## config.mk

```make
export PLATFORM = sky130hd
export DESIGN_NAME = dts_top
export DESIGN_NICKNAME = d
export VERILOG_FILES = /design/src/core/dts_pkg.sv /design/src/core/dts_sense.sv /design/src/core/dts_top.sv
export SDC_FILE = /design/constraint.sdc
export NUM_CORES = 1
export LEC_CHECK = 0
export ABC_AREA = 1
export BUFFER_PORTS_ARGS = -buffer_cell sky130_fd_sc_hd__buf_2
export CAP_MARGIN = 20
export CORE_MARGIN = 3
export CORE_UTILIZATION = 44
export DETAILED_ROUTE_END_ITERATION = 6
export GPL_TIMING_DRIVEN = 0
export PLACE_DENSITY_LB_ADDON = 0.08
export SYNTH_ARGS = -nofsm -noshare
export SYNTH_HDL_FRONTEND = slang
export SYNTH_HIERARCHICAL = 1
export SYNTH_SLANG_ARGS = --single-unit
```

## constraint.sdc

```tcl
create_clock -name clock -period 1.77 [get_ports clock]
set_input_delay 0.0885 -clock clock [delete_from_list [all_inputs] [get_ports clock]]
set_output_delay 0.0885 -clock clock [all_outputs]
set_load 0.05 [all_outputs]
```

## src/core/dts_pkg.sv

```systemverilog
`default_nettype none
package dts_pkg;
  localparam int unsigned NUM_CH = 3;
  localparam int unsigned SEL_W = 4;
  localparam int unsigned MODE_W = 3;
  localparam int unsigned NUM_SRC = 16;

  // trigger selector codes
  localparam logic [3:0] SEL_SOFTWARE = 4'h0;
  localparam logic [3:0] SEL_TA_CMP2 = 4'h1;
  localparam logic [3:0] SEL_TB_CMP2 = 4'h2;
  localparam logic [3:0] SEL_PORT0_RX = 4'h3;
  localparam logic [3:0] SEL_PORT0_TX = 4'h4;
  localparam logic [3:0] SEL_DAC0 = 4'h5;
  localparam logic [3:0] SEL_ADC_DONE = 4'h6;
  localparam logic [3:0] SEL_TA_CMP0 = 4'h7;
  localparam logic [3:0] SEL_TB_CMP0 = 4'h8;
  localparam logic [3:0] SEL_PORT1_RX = 4'h9;
  localparam logic [3:0] SEL_PORT1_TX = 4'hA;
  localparam logic [3:0] SEL_MULT_READY = 4'hB;
  localparam logic [3:0] SEL_NONE_C = 4'hC;
  localparam logic [3:0] SEL_NONE_D = 4'hD;
  localparam logic [3:0] SEL_CHAIN = 4'hE;
  localparam logic [3:0] SEL_EXTERNAL = 4'hF;

  // transfer mode field: low two bits zero means single transfer
  localparam logic [1:0] MODE_SINGLE_LOW = 2'h0;

  // reset values
  localparam logic [2:0] CH_ZERO = 3'h0;
  localparam logic [15:0] SRC_ZERO = 16'h0000;

  typedef enum logic [2:0] {
    DTS_IDLE = 3'b001,
    DTS_WAIT_FETCH = 3'b010,
    DTS_HALTED = 3'b100
  } dts_halt_t;
endpackage
`default_nettype wire

```

## src/core/dts_sense.sv

```systemverilog
`default_nettype none
module dts_sense (
  // clock and reset
  input wire logic clock,
  input wire logic rst,
  // selected trigger
  input wire logic [dts_pkg::SEL_W-1:0] sel,
  input wire logic trig_in,
  // sensed trigger
  output logic edge_seen,
  output logic level_seen
);
  import dts_pkg::*;

  typedef struct packed {
    logic prev;
    logic [SEL_W-1:0] sel_prev;
    logic edge_hit;
    logic level;
  } dts_sense_t;

  dts_sense_t st_r;
  dts_sense_t st_nxt;

  always_comb begin
    st_nxt = st_r;
    st_nxt.prev = trig_in;
    st_nxt.sel_prev = sel;
    // an edge only counts when the same source was low before, so a
    // source already high at selection time does not fire
    st_nxt.edge_hit = trig_in & ~st_r.prev & (sel == st_r.sel_prev);
    st_nxt.level = trig_in;
  end

  always_ff @(posedge clock or posedge rst) begin
    if (rst) begin
      st_r <= '0;
    end else begin
      st_r <= st_nxt;
    end
  end

  assign edge_seen = st_r.edge_hit;
  assign level_seen = st_r.level;
endmodule
`default_nettype wire

```

## src/core/dts_top.sv

```systemverilog
`default_nettype none
// Notes on behaviour
// - edge mode: transfer starts on rising edge of selected trigger only
// - edge mode: single uses one edge per unit, block one edge per block
// - level mode: keep requesting while trigger high and channel enabled
// - level mode: trigger low during block freezes channel until high again
// - halt_after_fetch clear: halt processor at once on trigger
// - halt_after_fetch set: let current instruction finish, then halt
// - code 0000: software_request triggers, cleared at transfer start
// - codes 0001/0111: timer A compare flags, auto-clear, masked by enable
// - codes 0010/1000: timer B compare flags, auto-clear, masked by enable
// - code 0011 two-wire: data-received condition, flag untouched, masked
// - code 0011 async/sync: port0 receive flag, auto-clear, masked
// - code 0100 two-wire: transmit-ready condition, flag untouched, masked
// - code 0100 async/sync: port0 transmit flag, auto-clear, masked
// - code 0101: converter channel 0 flag, auto-clear, masked by enable
// - code 0110: hardware conversion completion triggers, software set not
// - each adc completion flag clears when its result register is read
// - codes 1001/1010: port1 receive/transmit flags, auto-clear, masked
// - code 1111: external trigger pin is the source
// - codes 1100 and 1101 never trigger
// - code 1110: previous channel's done flag triggers, never auto-cleared
// - code 1011: multiplier ready for new operand triggers
module dts_top #(
  parameter int unsigned ADC_CH = 16
) (
  // clock and reset
  input wire logic clock,
  input wire logic rst,
  // per-channel configuration
  input wire logic [dts_pkg::NUM_CH-1:0][dts_pkg::SEL_W-1:0] trigger_select_field,
  input wire logic [dts_pkg::NUM_CH-1:0][dts_pkg::MODE_W-1:0] transfer_mode_field,
  input wire logic [dts_pkg::NUM_CH-1:0] trigger_level_select,
  input wire logic [dts_pkg::NUM_CH-1:0] halt_after_fetch,
  input wire logic [dts_pkg::NUM_CH-1:0] channel_enable,
  input wire logic [dts_pkg::NUM_CH-1:0] software_request,
  input wire logic [dts_pkg::NUM_CH-1:0] config_write,
  // transfer engine
  input wire logic [dts_pkg::NUM_CH-1:0] transfer_start,
  input wire logic [dts_pkg::NUM_CH-1:0] block_active,
  input wire logic engine_busy,
  input wire logic adc_result_read,
  input wire logic [$clog2(ADC_CH)-1:0] adc_result_index,
  // timers
  input wire logic timer_a_compare2_flag,
  input wire logic timer_a_compare2_irq_enable,
  input wire logic timer_a_compare0_flag,
  input wire logic timer_a_compare0_irq_enable,
  input wire logic timer_b_compare2_flag,
  input wire logic timer_b_compare2_irq_enable,
  input wire logic timer_b_compare0_flag,
  input wire logic timer_b_compare0_irq_enable,
  // serial port 0
  input wire logic port0_twowire_mode,
  input wire logic twowire_rx_condition,
  input wire logic twowire_rx_ready_irq_enable,
  input wire logic twowire_tx_condition,
  input wire logic twowire_tx_ready_irq_enable,
  input wire logic port0_rx_flag,
  input wire logic port0_rx_irq_enable,
  input wire logic port0_tx_flag,
  input wire logic port0_tx_irq_enable,
  // serial port 1
  input wire logic port1_rx_flag,
  input wire logic port1_rx_irq_enable,
  input wire logic port1_tx_flag,
  input wire logic port1_tx_irq_enable,
  // converters, multiplier, chaining, pin
  input wire logic dac_done_flag,
  input wire logic dac_irq_enable,
  input wire logic adc_conversion_done,
  input wire logic multiplier_ready,
  input wire logic [dts_pkg::NUM_CH-1:0] channel_done_flag,
  input wire logic external_trigger_input,
  // processor halt control
  input wire logic instruction_fetch,
  output logic cpu_halt,
  output logic transfer_permit,
  // requests to the transfer engine
  output logic [dts_pkg::NUM_CH-1:0] trigger_request,
  output logic [dts_pkg::NUM_CH-1:0] channel_hold,
  // flag clears back to sources
  output logic [dts_pkg::NUM_CH-1:0] software_request_clear,
  output logic [dts_pkg::NUM_SRC-1:0] source_flag_clear,
  output logic [ADC_CH-1:0] adc_done_flag_clear
);
  import dts_pkg::*;

  typedef struct packed {
    logic ext_s1;
    logic ext_s2;
    logic [NUM_CH-1:0] pending;
    logic [NUM_CH-1:0] req;
    logic [NUM_CH-1:0] hold;
    dts_halt_t halt;
    logic cpu_halt;
    logic permit;
    logic [NUM_CH-1:0] sw_clear;
    logic [NUM_SRC-1:0] src_clear;
    logic [ADC_CH-1:0] adc_clear;
  } dts_top_t;

  dts_top_t st_r;
  dts_top_t st_nxt;

  logic [NUM_SRC-1:0] src_vec;
  logic [NUM_CH-1:0] trig_sel;
  logic [NUM_CH-1:0] edge_seen;
  logic [NUM_CH-1:0] level_seen;

  // shared sources, indexed by selector code; chain and software are per channel
  always_comb begin
    src_vec = SRC_ZERO;
    src_vec[SEL_TA_CMP2] = timer_a_compare2_flag & ~timer_a_compare2_irq_enable;
    src_vec[SEL_TA_CMP0] = timer_a_compare0_flag & ~timer_a_compare0_irq_enable;
    src_vec[SEL_TB_CMP2] = timer_b_compare2_flag & ~timer_b_compare2_irq_enable;
    src_vec[SEL_TB_CMP0] = timer_b_compare0_flag & ~timer_b_compare0_irq_enable;
    if (port0_twowire_mode) begin
      src_vec[SEL_PORT0_RX] = twowire_rx_condition & ~twowire_rx_ready_irq_enable;
      src_vec[SEL_PORT0_TX] = twowire_tx_condition & ~twowire_tx_ready_irq_enable;
    end else begin
      src_vec[SEL_PORT0_RX] = port0_rx_flag & ~port0_rx_irq_enable;
      src_vec[SEL_PORT0_TX] = port0_tx_flag & ~port0_tx_irq_enable;
    end
    src_vec[SEL_DAC0] = dac_done_flag & ~dac_irq_enable;
    // only the converter's own completion event, never the flag bit itself
    src_vec[SEL_ADC_DONE] = adc_conversion_done;
    src_vec[SEL_PORT1_RX] = port1_rx_flag & ~port1_rx_irq_enable;
    src_vec[SEL_PORT1_TX] = port1_tx_flag & ~port1_tx_irq_enable;
    src_vec[SEL_MULT_READY] = multiplier_ready;
    src_vec[SEL_NONE_C] = 1'b0;
    src_vec[SEL_NONE_D] = 1'b0;
    src_vec[SEL_EXTERNAL] = st_r.ext_s2;
  end

  genvar gc;
  generate
    for (gc = 0; gc < NUM_CH; gc++) begin : g_ch
      always_comb begin
        if (trigger_select_field[gc] == SEL_SOFTWARE) begin
          trig_sel[gc] = software_request[gc];
        end else if (trigger_select_field[gc] == SEL_CHAIN) begin
          trig_sel[gc] = channel_done_flag[(gc + NUM_CH - 1) % NUM_CH];
        end else begin
          trig_sel[gc] = src_vec[trigger_select_field[gc]];
        end
      end

      dts_sense u_sense (
        .clock(clock),
        .rst(rst),
        .sel(trigger_select_field[gc]),
        .trig_in(trig_sel[gc]),
        .edge_seen(edge_seen[gc]),
        .level_seen(level_seen[gc])
      );
    end
  endgenerate

  always_comb begin
    logic any_req;
    logic any_now;
    logic is_single;
    any_req = 1'b0;
    any_now = 1'b0;
    is_single = 1'b0;
    st_nxt = st_r;
    st_nxt.ext_s1 = external_trigger_input;
    st_nxt.ext_s2 = st_r.ext_s1;
    st_nxt.sw_clear = CH_ZERO;
    st_nxt.src_clear = SRC_ZERO;
    st_nxt.adc_clear = '0;

    for (int c = 0; c < NUM_CH; c++) begin
      is_single = (transfer_mode_field[c][1:0] == MODE_SINGLE_LOW);
      // in block mode, edges arriving during a block are ignored; a new edge wins over the
      // start that consumes the previous one
      if (transfer_start[c] || !channel_enable[c]) begin
        st_nxt.pending[c] = 1'b0;
      end
      if (edge_seen[c] && channel_enable[c] && (is_single || !block_active[c])) begin
        st_nxt.pending[c] = 1'b1;
      end
      if (trigger_level_select[c]) begin
        st_nxt.pending[c] = 1'b0;
        st_nxt.req[c] = level_seen[c] & channel_enable[c];
        // freeze while low mid-block; a register rewrite releases the freeze
        st_nxt.hold[c] = block_active[c] & ~level_seen[c] & ~config_write[c];
      end else begin
        st_nxt.req[c] = st_nxt.pending[c];
        st_nxt.hold[c] = 1'b0;
      end

      // flag clears at transfer start for the channel's selected source
      if (transfer_start[c]) begin
        if (trigger_select_field[c] == SEL_SOFTWARE) begin
          st_nxt.sw_clear[c] = 1'b1;
        end else if (trigger_select_field[c] == SEL_PORT0_RX ||
                     trigger_select_field[c] == SEL_PORT0_TX) begin
          st_nxt.src_clear[trigger_select_field[c]] = ~port0_twowire_mode;
        end else if (trigger_select_field[c] == SEL_TA_CMP2 ||
                     trigger_select_field[c] == SEL_TA_CMP0 ||
                     trigger_select_field[c] == SEL_TB_CMP2 ||
                     trigger_select_field[c] == SEL_TB_CMP0 ||
                     trigger_select_field[c] == SEL_DAC0 ||
                     trigger_select_field[c] == SEL_PORT1_RX ||
                     trigger_select_field[c] == SEL_PORT1_TX) begin
          st_nxt.src_clear[trigger_select_field[c]] = 1'b1;
        end
        // chain, adc, multiplier and pin sources are never cleared here
      end

      if (st_nxt.req[c]) begin
        any_req = 1'b1;
        if (!halt_after_fetch[c]) begin
          any_now = 1'b1;
        end
      end
    end

    if (adc_result_read) begin
      st_nxt.adc_clear[adc_result_index] = 1'b1;
    end

    case (st_r.halt)
      DTS_IDLE: begin
        if (any_now) begin
          st_nxt.halt = DTS_HALTED;
        end else if (any_req) begin
          st_nxt.halt = DTS_WAIT_FETCH;
        end
      end
      DTS_WAIT_FETCH: begin
        if (any_now || instruction_fetch) begin
          st_nxt.halt = DTS_HALTED;
        end else if (!any_req) begin
          st_nxt.halt = DTS_IDLE;
        end
      end
      DTS_HALTED: begin
        if (!any_req && !engine_busy) begin
          st_nxt.halt = DTS_IDLE;
        end
      end
      default: begin
        st_nxt.halt = DTS_IDLE;
      end
    endcase
    st_nxt.cpu_halt = (st_nxt.halt == DTS_HALTED);
    st_nxt.permit = (st_nxt.halt == DTS_HALTED);
  end

  always_ff @(posedge clock or posedge rst) begin
    if (rst) begin
      st_r <= '{halt: DTS_IDLE, default: '0};
    end else begin
      st_r <= st_nxt;
    end
  end

  assign cpu_halt = st_r.cpu_halt;
  assign transfer_permit = st_r.permit;
  assign trigger_request = st_r.req;
  assign channel_hold = st_r.hold;
  assign software_request_clear = st_r.sw_clear;
  assign source_flag_clear = st_r.src_clear;
  assign adc_done_flag_clear = st_r.adc_clear;
endmodule
`default_nettype wire

```

==> results.cfg, run 1 <==
[clock_tree]
cts-root-buf = clkbuf_8
cts_tree = built
cts.htree.levels = 3
cts_buffer_depth = 2
cts.sinks = 68
clk_pin_slew_ns = 0.08
worstSkewPairLatency_ns = 0.34
cts-buffers-inserted = 9

[place]
gp_congestion = 0.921
io_buffers = 117
dp.cells = 721
place_hpwl_um = 7080

[worst_hold_path]
hp-class = primary input to flop

[routing]
vias = 3446
wl_per_cell_um = 11.9
viasPerCell = 4.52
first_iter_violations = 114
route.detailed.drc = 0
antenna_left = 0
wl_um = 9100
drt-pass1-iter-count = 7

[synth]
syn-cell-area_sq_um = 3760
yosysWarnings = 6
synthCells = 492
avgSynthCellArea_sq_um = 7.64
yosysUniqueCellTypes = 34
synth_seq_cells = 68
seq_area_frac_synth = 0.453

[sta]
tns_ns = 0
finClkSkew_ns = 0.0114
min_period_over_period = 0.906
holdWs_ns = 0.0414
setup_viol = 0
hold_viol = 0
rsz0062_at_grt = no
drv_slew = 0
fmax_mhz = 624
period_needed_ns = 1.60

[layout]
num_antenna_cells = 0
drive_gt1_frac = 0.335
instances_no_fill = 762
nets = 732
final_cell_mix = 118 x nand2_1, 115 x buf_2, 91 x inv_1, 67 x dfrtp_1, 45 x buf_4
layout_commonest_cell = nand2_1
area_growth_pct = 34.5

[critical_path]
slowest_stage = dlygate4sd3_1
cp_cell_sequence = dlygate4sd3_1, buf_2, inv_1, nor2_4, nand3_1, o21ai_2, nor2_1, o21a_1, nand2_1, nand2_1, nand2_1, inv_1, nor2_1, nand2_1, nor2_2
arrival_ns = 1.88
cp_common_cell = nand2_1
critPathCaptureType = flop
path_max_fanout = 6
cpPeakStageDelay_ns = 0.52
critPathKind = primary input to flop
cp_data_required_time_ns = 2.04
start_kind = primary input

[floorplan]
row_count = 33
die_h_um = 98.4
dieArea_sq_um = 9680
die_w_um = 98.4
core_sq_um = 8260
io_pins = 123
start_util = 0.455

[grt]
grt_pass1_vias = 3400
grt_max_degree = 43
grt_pass1_wl_um = 15200
grt-ovfl-total = 0
track_usage = 0.196
antenna_found_initial = 0

[power_and_ir_drop]
total_power_mw = 4.15
powerDensity_nw_per_um2 = 820
ir_drop_mv = 0.455
p_leak_nw = 2.96

[status]
status = completed

[run]
maxCapViolations = 0
## cells by family after synthesis
family,count (synthesis),synth area share
flip-flops,68,0.453
buffers and inverters,146,0.190
AO/OA/AOI/OAI,37,0.0689
other,1,0.000998
AND/OR/NAND/NOR,240,0.287
## synth_stat cells
| master | n | share of area |
|---|---|---|
| nand2_1 | 119 | 0.12 |
| inv_1 | 93 | 0.093 |
| dfrtp_1 | 67 | 0.45 |
| buf_4 | 44 | 0.088 |
| nor2_1 | 44 | 0.044 |
| nand3_1 | 26 | 0.035 |
| nor3_1 | 15 | 0.020 |
| nand4_1 | 8 | 0.013 |
| inv_2 | 7 | 0.0070 |
| nand3_2 | 7 | 0.019 |
| nor2_2 | 7 | 0.012 |
| o21ai_0 | 7 | 0.0093 |
| nand2_2 | 6 | 0.010 |
| o211ai_1 | 6 | 0.012 |
| o21ai_1 | 6 | 0.0080 |
| o22ai_1 | 5 | 0.0083 |
| o311ai_0 | 3 | 0.0070 |
| and2_1 | 2 | 0.0033 |
| clkinv_1 | 2 | 0.0020 |
| nand3b_1 | 2 | 0.0040 |
| o2111ai_1 | 2 | 0.0047 |
| o31ai_2 | 2 | 0.0067 |
| a21oi_1 | 1 | 0.0013 |
| a31o_2 | 1 | 0.0023 |
| a31oi_1 | 1 | 0.0017 |
| conb_1 | 1 | 0.0010 |
| dfstp_2 | 1 | 0.0070 |
| nor2_4 | 1 | 0.0030 |
| o21a_1 | 1 | 0.0020 |
| o21ai_2 | 1 | 0.0023 |
| o22ai_2 | 1 | 0.0033 |
| or2_2 | 1 | 0.0017 |
| or2_4 | 1 | 0.0023 |
| or3_1 | 1 | 0.0017 |
## per-stage QoR
| stage | utilization | worst slack (ns) | instance area, sq um |
|---|---|---|---|
| finish | 0.612 | 0.167 | 5050 |
| global route | 0.612 | 0.00292 | 5050 |
| CTS | 0.606 | 0.0855 | 5010 |
| detailed placement | 0.547 | 0.275 | 4520 |
| global placement | 0.545 | -0.235 | 4500 |
| floorplan | - | 0.482 | 3780 |
## final timing paths
| check | start | slack, ns | depth (start not counted) | end |
|---|---|---|---|---|
| hold reg to reg | st_nxt[49] | 0.36 | 0 | src_vec[15] |
| setup / recovery | trigger_select_field[1] | 0.17 | 15 | g_ch[0].u_sense/edge_seen |
| min in group asynchronous | rst | 0.27 | 3 | source_flag_clear[15] |
| setup reg to reg | st_r[37] | 0.37 | 6 | st_r[37] |
| max in group asynchronous | rst | 0.97 | 4 | st_r[37] |
| hold / removal | trigger_level_select[1] | 0.04 | 4 | st_r[47] |
## per-layer routing
layer,routed length (um),track usage,vias to the layer above
met5,0,0,-
met4,109,0.0693,0
met3,557,0.0255,8
met2,4380,0.329,121
met1,4050,0.261,1528
li1,-,-,1789
## timing repair
| item | in CTS | in global routing |
|---|---|---|
| resized for setup | 0 | 12 |
| endpoints found under the hold margin | 61 | 0 |
| buffers inserted | 0 | 1 |
| endpoints found under the setup margin | 0 | 2 |
| hold buffers | 25 | 0 |
## worst max-delay path, delay by kind of cell
family | cells | cell delay (ns)
AOI/OAI and AO/OA | 2 | 0.24
buffers and inverters | 4 | 0.81
and+or+nand+nor | 9 | 0.76
## sequential cells by signal, indices dropped and copies added (netlist names)
name,cells
source_flag_clear,16
trigger_request,3
adc_done_flag_clear,16
software_request_clear,3
channel_hold,3
st_r,6
g_ch.u_sense/edge_seen,3
src_vec,1
st_nxt,1
g_ch.u_sense/st_r,15
transfer_permit,1
## power by group
part           internal [mW]  switching (mW)  total (mW)
clock network          0.939           0.600        1.54
registers               1.66          0.0438        1.70
logic                  0.331           0.577       0.909
## area by class of cell
| cell class | instances | area [sq um] |
|---|---|---|
| Buffer | 44 | 330 |
| Clock buffer | 10 | 128 |
| Multi-Input combinational cell | 284 | 1400 |
| Fill cell | 800 | 3200 |
| Inverter | 102 | 383 |
| Sequential cell | 68 | 1700 |
| Tap cell | 105 | 131 |
| Timing Repair Buffer | 143 | 863 |
| Clock inverter | 6 | 113 |
(Power assumes the default switching activity.)
==> inputs of run 2 (changes only) <==
CELL_PAD_IN_SITES_DETAIL_PLACEMENT = 1   (was default)
CELL_PAD_IN_SITES_GLOBAL_PLACEMENT = 1   (was default)
CORE_UTILIZATION = 33   (was 44)
clock period = 1.4 ns   (was 1.77 ns; I/O delays follow)
==> run 2 against run 1 <==
Compared with the run above:
- setup slack got worse by 0.039 ns
- global-route usage shrank 2.2 points
- design area is 1.2% higher
- combinational power up 29%
- power increased by 34%
- critical path depth fell by 9
- register-to-register slack got worse by 0.24 ns
- count of clock-buffer cells in the layout down 1
- critical path type is now flop to flop
==> results.cfg, run 2 (synthesized netlist as in run 1, its figures left out) <==
[sta]
fmax_mhz = 786
rsz0062_at_grt = yes
holdWs_ns = 0.0118
tns_ns = 0
finClkSkew_ns = 0.0112
min_period_over_period = 0.909
period_needed_ns = 1.27
drv_slew = 0
hold_viol = 0
setup_viol = 0

[power_and_ir_drop]
ir_drop_mv = 0.472
p_leak_nw = 2.97
powerDensity_nw_per_um2 = 1090
total_power_mw = 5.56

[critical_path]
crit_buf_inv = 1
rr_startpoint = st_r[37]
cp_top_family = simple AND/OR/NAND/NOR gates
cp_common_cell = nand2_1
crit_start = st_r[37]
ff2ff_setup_slack_ns = 0.13
critPathCaptureType = flop
cp_cell_sequence = inv_1, nor3_2, or3_1, nand2_1, nor2_1, nand2_1
start_kind = flop
cp_data_required_time_ns = 1.65
critPathKind = flop to flop
arrival_ns = 1.53
path_max_fanout = 4
slowest_stage = dfstp_2
cpPeakStageDelay_ns = 0.53

[floorplan]
die_w_um = 113
row_count = 38
dieArea_sq_um = 12700
die_h_um = 113
start_util = 0.342
core_sq_um = 11000
io_pins = 123

[status]
status = completed

[clock_tree]
cts_buffer_depth = 2
cts.sinks = 68
cts.htree.levels = 3
worstSkewPairLatency_ns = 0.32
clk_pin_slew_ns = 0.06
cts_tree = built
cts-root-buf = clkbuf_16
cts-buffers-inserted = 9

[place]
place_hpwl_um = 8660
dp.cells = 756
io_buffers = 117
gp_congestion = 0.863

[grt]
grt_max_degree = 40
grt_pass1_wl_um = 17600
grt-ovfl-total = 0
track_usage = 0.173
grt_pass1_vias = 3758
antenna_found_initial = 0

[layout]
num_antenna_cells = 0
fillCellCount = 1410
multi_input_area_sq_um = 1390
final_cell_mix = 118 x nand2_1, 117 x buf_2, 92 x inv_1, 66 x dfrtp_1
area_growth_pct = 36.1
layout.area.seq_sq_um = 1700
nets = 730
drive_gt1_frac = 0.336
layout_commonest_cell = nand2_1
instances_no_fill = 795

[routing]
antenna_left = 0
wl_per_cell_um = 13.4
drt-pass1-iter-count = 4
route.detailed.drc = 0
viasPerCell = 4.45
wl_um = 10600
first_iter_violations = 95
vias = 3539

[worst_hold_path]
hp-class = primary input to flop
hold_start = software_request[1]

[run]
maxCapViolations = 0
[run 2: changes by cell type in the layout (fill, tap and decap cells not counted), moves of 3 or more]
cell / previous run / this run
clkbuf_16: 0 / 9
clkbuf_8: 9 / 0
nor2_1: 40 / 44
nor2_2: 9 / 6
[run 2: path summary, 6_finish.rpt]
check	cells after the start	to
max	6	st_r[37]
min	3	g_ch[1].u_sense/st_r[6]
max reg2reg	6	st_r[37]
min reg2reg	0	src_vec[15]
max in group asynchronous	4	st_r[37]
min in group asynchronous	3	g_ch[1].u_sense/st_r[3]
[run 2: final cells by class]
type / instances / area share
Clock inverter: 7 / 0.0144
Timing Repair Buffer: 141 / 0.163
Tap cell: 140 / 0.0343
Buffer: 44 / 0.0646
Multi-Input combinational cell: 284 / 0.271
Inverter: 102 / 0.0749
Clock buffer: 9 / 0.0440
Sequential cell: 68 / 0.333
[run 2: tightest hold or removal path: stages]
cell and delay, ns:
buf_2 0.09, nand2_1 0.05, nand2_1 0.07
[run 2: what timing repair did]
item                                    4_1_cts  5_1_grt
hold endpoints to repair                     48        0
hold buffers                                 23        0
buffers inserted                              0        0
endpoints found under the setup margin        0        5
resized for setup                             0        6
[run 2: per-stage QoR]
stage / util / instance area, sq um / worst slack [ns]
after floorplan: - / 3780 / 0.130
final: 0.466 / 5110 / 0.128
after global routing: 0.466 / 5110 / -0.0129
after CTS: 0.463 / 5090 / 0.00191
after global placement: 0.413 / 4540 / -0.715
after detailed placement: 0.415 / 4560 / -0.152
[run 2: per-layer routing]
metal  global-route usage  routed length (um)  vias to the layer above
met5                    0                   0                        -
met4               0.0449                 153                        0
met3               0.0369                 553                       10
met2                0.306                5350                      102
met1                0.215                4580                     1643
li1                     -                   -                     1784
[run 2: where the power goes]
part	internal (mW)	leakage, nW	switching (mW)
logic	0.417	1.94	0.751
registers	2.10	0.881	0.0595
clock network	1.39	0.146	0.847
==> inputs of run 3 (changes only) <==
CORE_UTILIZATION = 32   (was 33)
SYNTH_HIERARCHICAL = default   (was 1)
==> run 3 against run 2 <==
Compared with the run above:
- non-clock buffer count grew 1
- sequential share of layout area rose by 1.7 points
- flip-flop and latch count stayed put
- critical endpoint is now g_ch[1].u_sense.edge_seen
- highest routed layer unchanged
- sequential power about the same
- via count is 3.6% lower
- worst hold slack better by 0.014 ns
- largest power group is now sequential cells
==> results.cfg, run 3 <==
[status]
status = completed

[worst_hold_path]
min_path_cells = 3
hold_start = software_request[0]
min_to = g_ch[0].u_sense.level_seen
hp-class = primary input to flop

[routing]
wl_um = 10300
route.detailed.drc = 0
viasPerCell = 4.57
first_iter_violations = 84
vias = 3412
wl_per_cell_um = 13.8
antenna_left = 0
drt-pass1-iter-count = 4

[place]
gp_congestion = 0.866
place_hpwl_um = 8280
io_buffers = 118
dp.cells = 706

[sta]
finClkSkew_ns = 0.00325
rsz0062_at_grt = yes
setup_viol = 0
relSlewSlack = 0.490
hold_viol = 0
period_needed_ns = 1.32
min_period_over_period = 0.945
holdWs_ns = 0.0253
tightest_slew_ns = 0.764
fmax_mhz = 755
drv_slew = 0

[layout]
fillCellCount = 1335
layout_commonest_cell = buf_2
num_antenna_cells = 0
nets = 685
multi_input_area_sq_um = 1350
area_growth_pct = 37.1
final_cell_mix = 113 x buf_2, 106 x nand2_1, 67 x dfrtp_1, 57 x inv_1, 47 x buf_4
drive_gt1_frac = 0.364
instances_no_fill = 746
layout.area.seq_sq_um = 1700

[floorplan]
die_w_um = 111
start_util = 0.337
dieArea_sq_um = 12400
die_h_um = 111
io_pins = 123
core_sq_um = 10600
row_count = 37

[synth]
yosysTopAreaCell = dfrtp_1
yosysWarnings = 0
synth_top_area_share = 0.472
yosysUniqueCellTypes = 34
seq_area_frac_synth = 0.479
synth_most_common_cell = nand2_1
syn-cell-area_sq_um = 3550
synth_edf_count = 0
avgSynthCellArea_sq_um = 7.98
synthCells = 445
synth.area.top_cells = dfrtp_1 47%, nand2_1 11%, buf_4 9.1%
netlist_top_cells_count = 108 x nand2_1, 67 x dfrtp_1, 58 x inv_1, 43 x buf_4, 37 x nand3_1
synth_seq_cells = 68
async_reset_ff_frac = 1.00
ys.flop_type = dfrtp_1

[run]
maxCapViolations = 0

[power_and_ir_drop]
powerDensity_nw_per_um2 = 992
total_power_mw = 4.83
ir_drop_mv = 0.388
p_leak_nw = 2.74

[clock_tree]
clk_pin_slew_ns = 0.07
cts-buffers-inserted = 9
cts.htree.levels = 3
cts_tree = built
cts-root-buf = clkbuf_8
worstSkewPairLatency_ns = 0.34
cts.sinks = 68
cts_buffer_depth = 2

[critical_path]
cp_data_required_time_ns = 1.67
crit_start = trigger_select_field[4]
ff2ff_setup_slack_ns = 0.09
rr_startpoint = st_r[39]
timing.rr.end = st_r[37]
critPathCaptureType = flop
start_kind = primary input
path_max_fanout = 6
worst-r2r-cell-count = 6
arrival_ns = 1.59
critPathKind = primary input to flop

[grt]
grt_pass1_vias = 3557
grt-ovfl-total = 0
grt_max_degree = 36
track_usage = 0.171
antenna_found_initial = 0
grt_pass1_wl_um = 17000
-- run 3: cell types whose count changed after synthesis, sizes merged, moves of 3 or more --
| cell | change |
|---|---|
| nand2 | -14 |
| o22ai | -3 |
| inv | -29 |
| nand3 | +6 |
| nor2 | -8 |
| o211ai | -3 |
-- run 3: final cells by class --
| type | count | area share |
|---|---|---|
| tap | 136 | 0.0350 |
| clock inverter | 5 | 0.00745 |
| multi-input combinational | 268 | 0.277 |
| sequential | 68 | 0.350 |
| buffer | 43 | 0.0663 |
| clock buffer | 11 | 0.0290 |
| timing repair buffer | 143 | 0.178 |
| inverter | 72 | 0.0573 |
-- run 3: cell families (layout without fill, tap and decap cells) --
logic type,after synthesis,in the layout,synth area share
XOR/XNOR,3,3,0.00740
flip-flops,68,68,0.479
AO/OA/AOI/OAI,38,38,0.0694
AND/OR/NAND/NOR,220,220,0.276
other,1,7,0.00106
buffers and inverters,115,274,0.167
-- run 3: metal layers --
| layer | track usage | share of wire |
|---|---|---|
| met5 | 0 | 0 |
| met2 | 0.290 | 0.50 |
| met3 | 0.0429 | 0.047 |
| met4 | 0.0462 | 0.015 |
| met1 | 0.216 | 0.44 |
-- run 3: critical path: stages --
cell and delay [ns]:
dlygate4sd3_1 0.53, buf_4 0.17, nand2_2 0.10, inv_1 0.06, nand2_1 0.06, nand2_1 0.06
o21ai_1 0.14, nand3_1 0.09, o21ai_1 0.15, nand2_1 0.08, nor2_1 0.09
-- run 3: worst max path at each step --
stage | to | slack [ns] | cells past startpoint
global placement | g_ch[2].u_sense.st_r[4] | 0.08 | 2
detailed placement | g_ch[0].u_sense.edge_seen | 0.09 | 9
CTS | g_ch[1].u_sense.edge_seen | 0.03 | 9
floorplan | st_r[37] | 0.27 | 7
global route | st_r[37] | -0.006 | 9
finish | g_ch[1].u_sense.edge_seen | 0.08 | 11
-- run 3: repair_timing --
| item | 4_1_cts | 5_1_grt |
|---|---|---|
| setup endpoints to repair | 0 | 10 |
| hold buffers | 24 | 0 |
| resized for setup | 0 | 33 |
| buffers inserted | 0 | 0 |
| endpoints found under the hold margin | 52 | 0 |
-- run 3: report_power, final --
part | internal (mW) | switching, mW
clock | 0.694 | 0.774
sequential | 2.10 | 0.0671
combinational | 0.427 | 0.769
-- run 3: per-stage QoR --
step,util,setup WS [ns],setup TNS (ns),instance area [sq um]
final,0.461,0.0763,0,4870
after global routing,0.461,-0.00610,-0.00610,4870
after CTS,0.453,0.0350,0,4780
after detailed placement,0.413,0.0911,0,4360
after global placement,0.411,0.0796,0,4340
after floorplan,-,0.269,0,3580
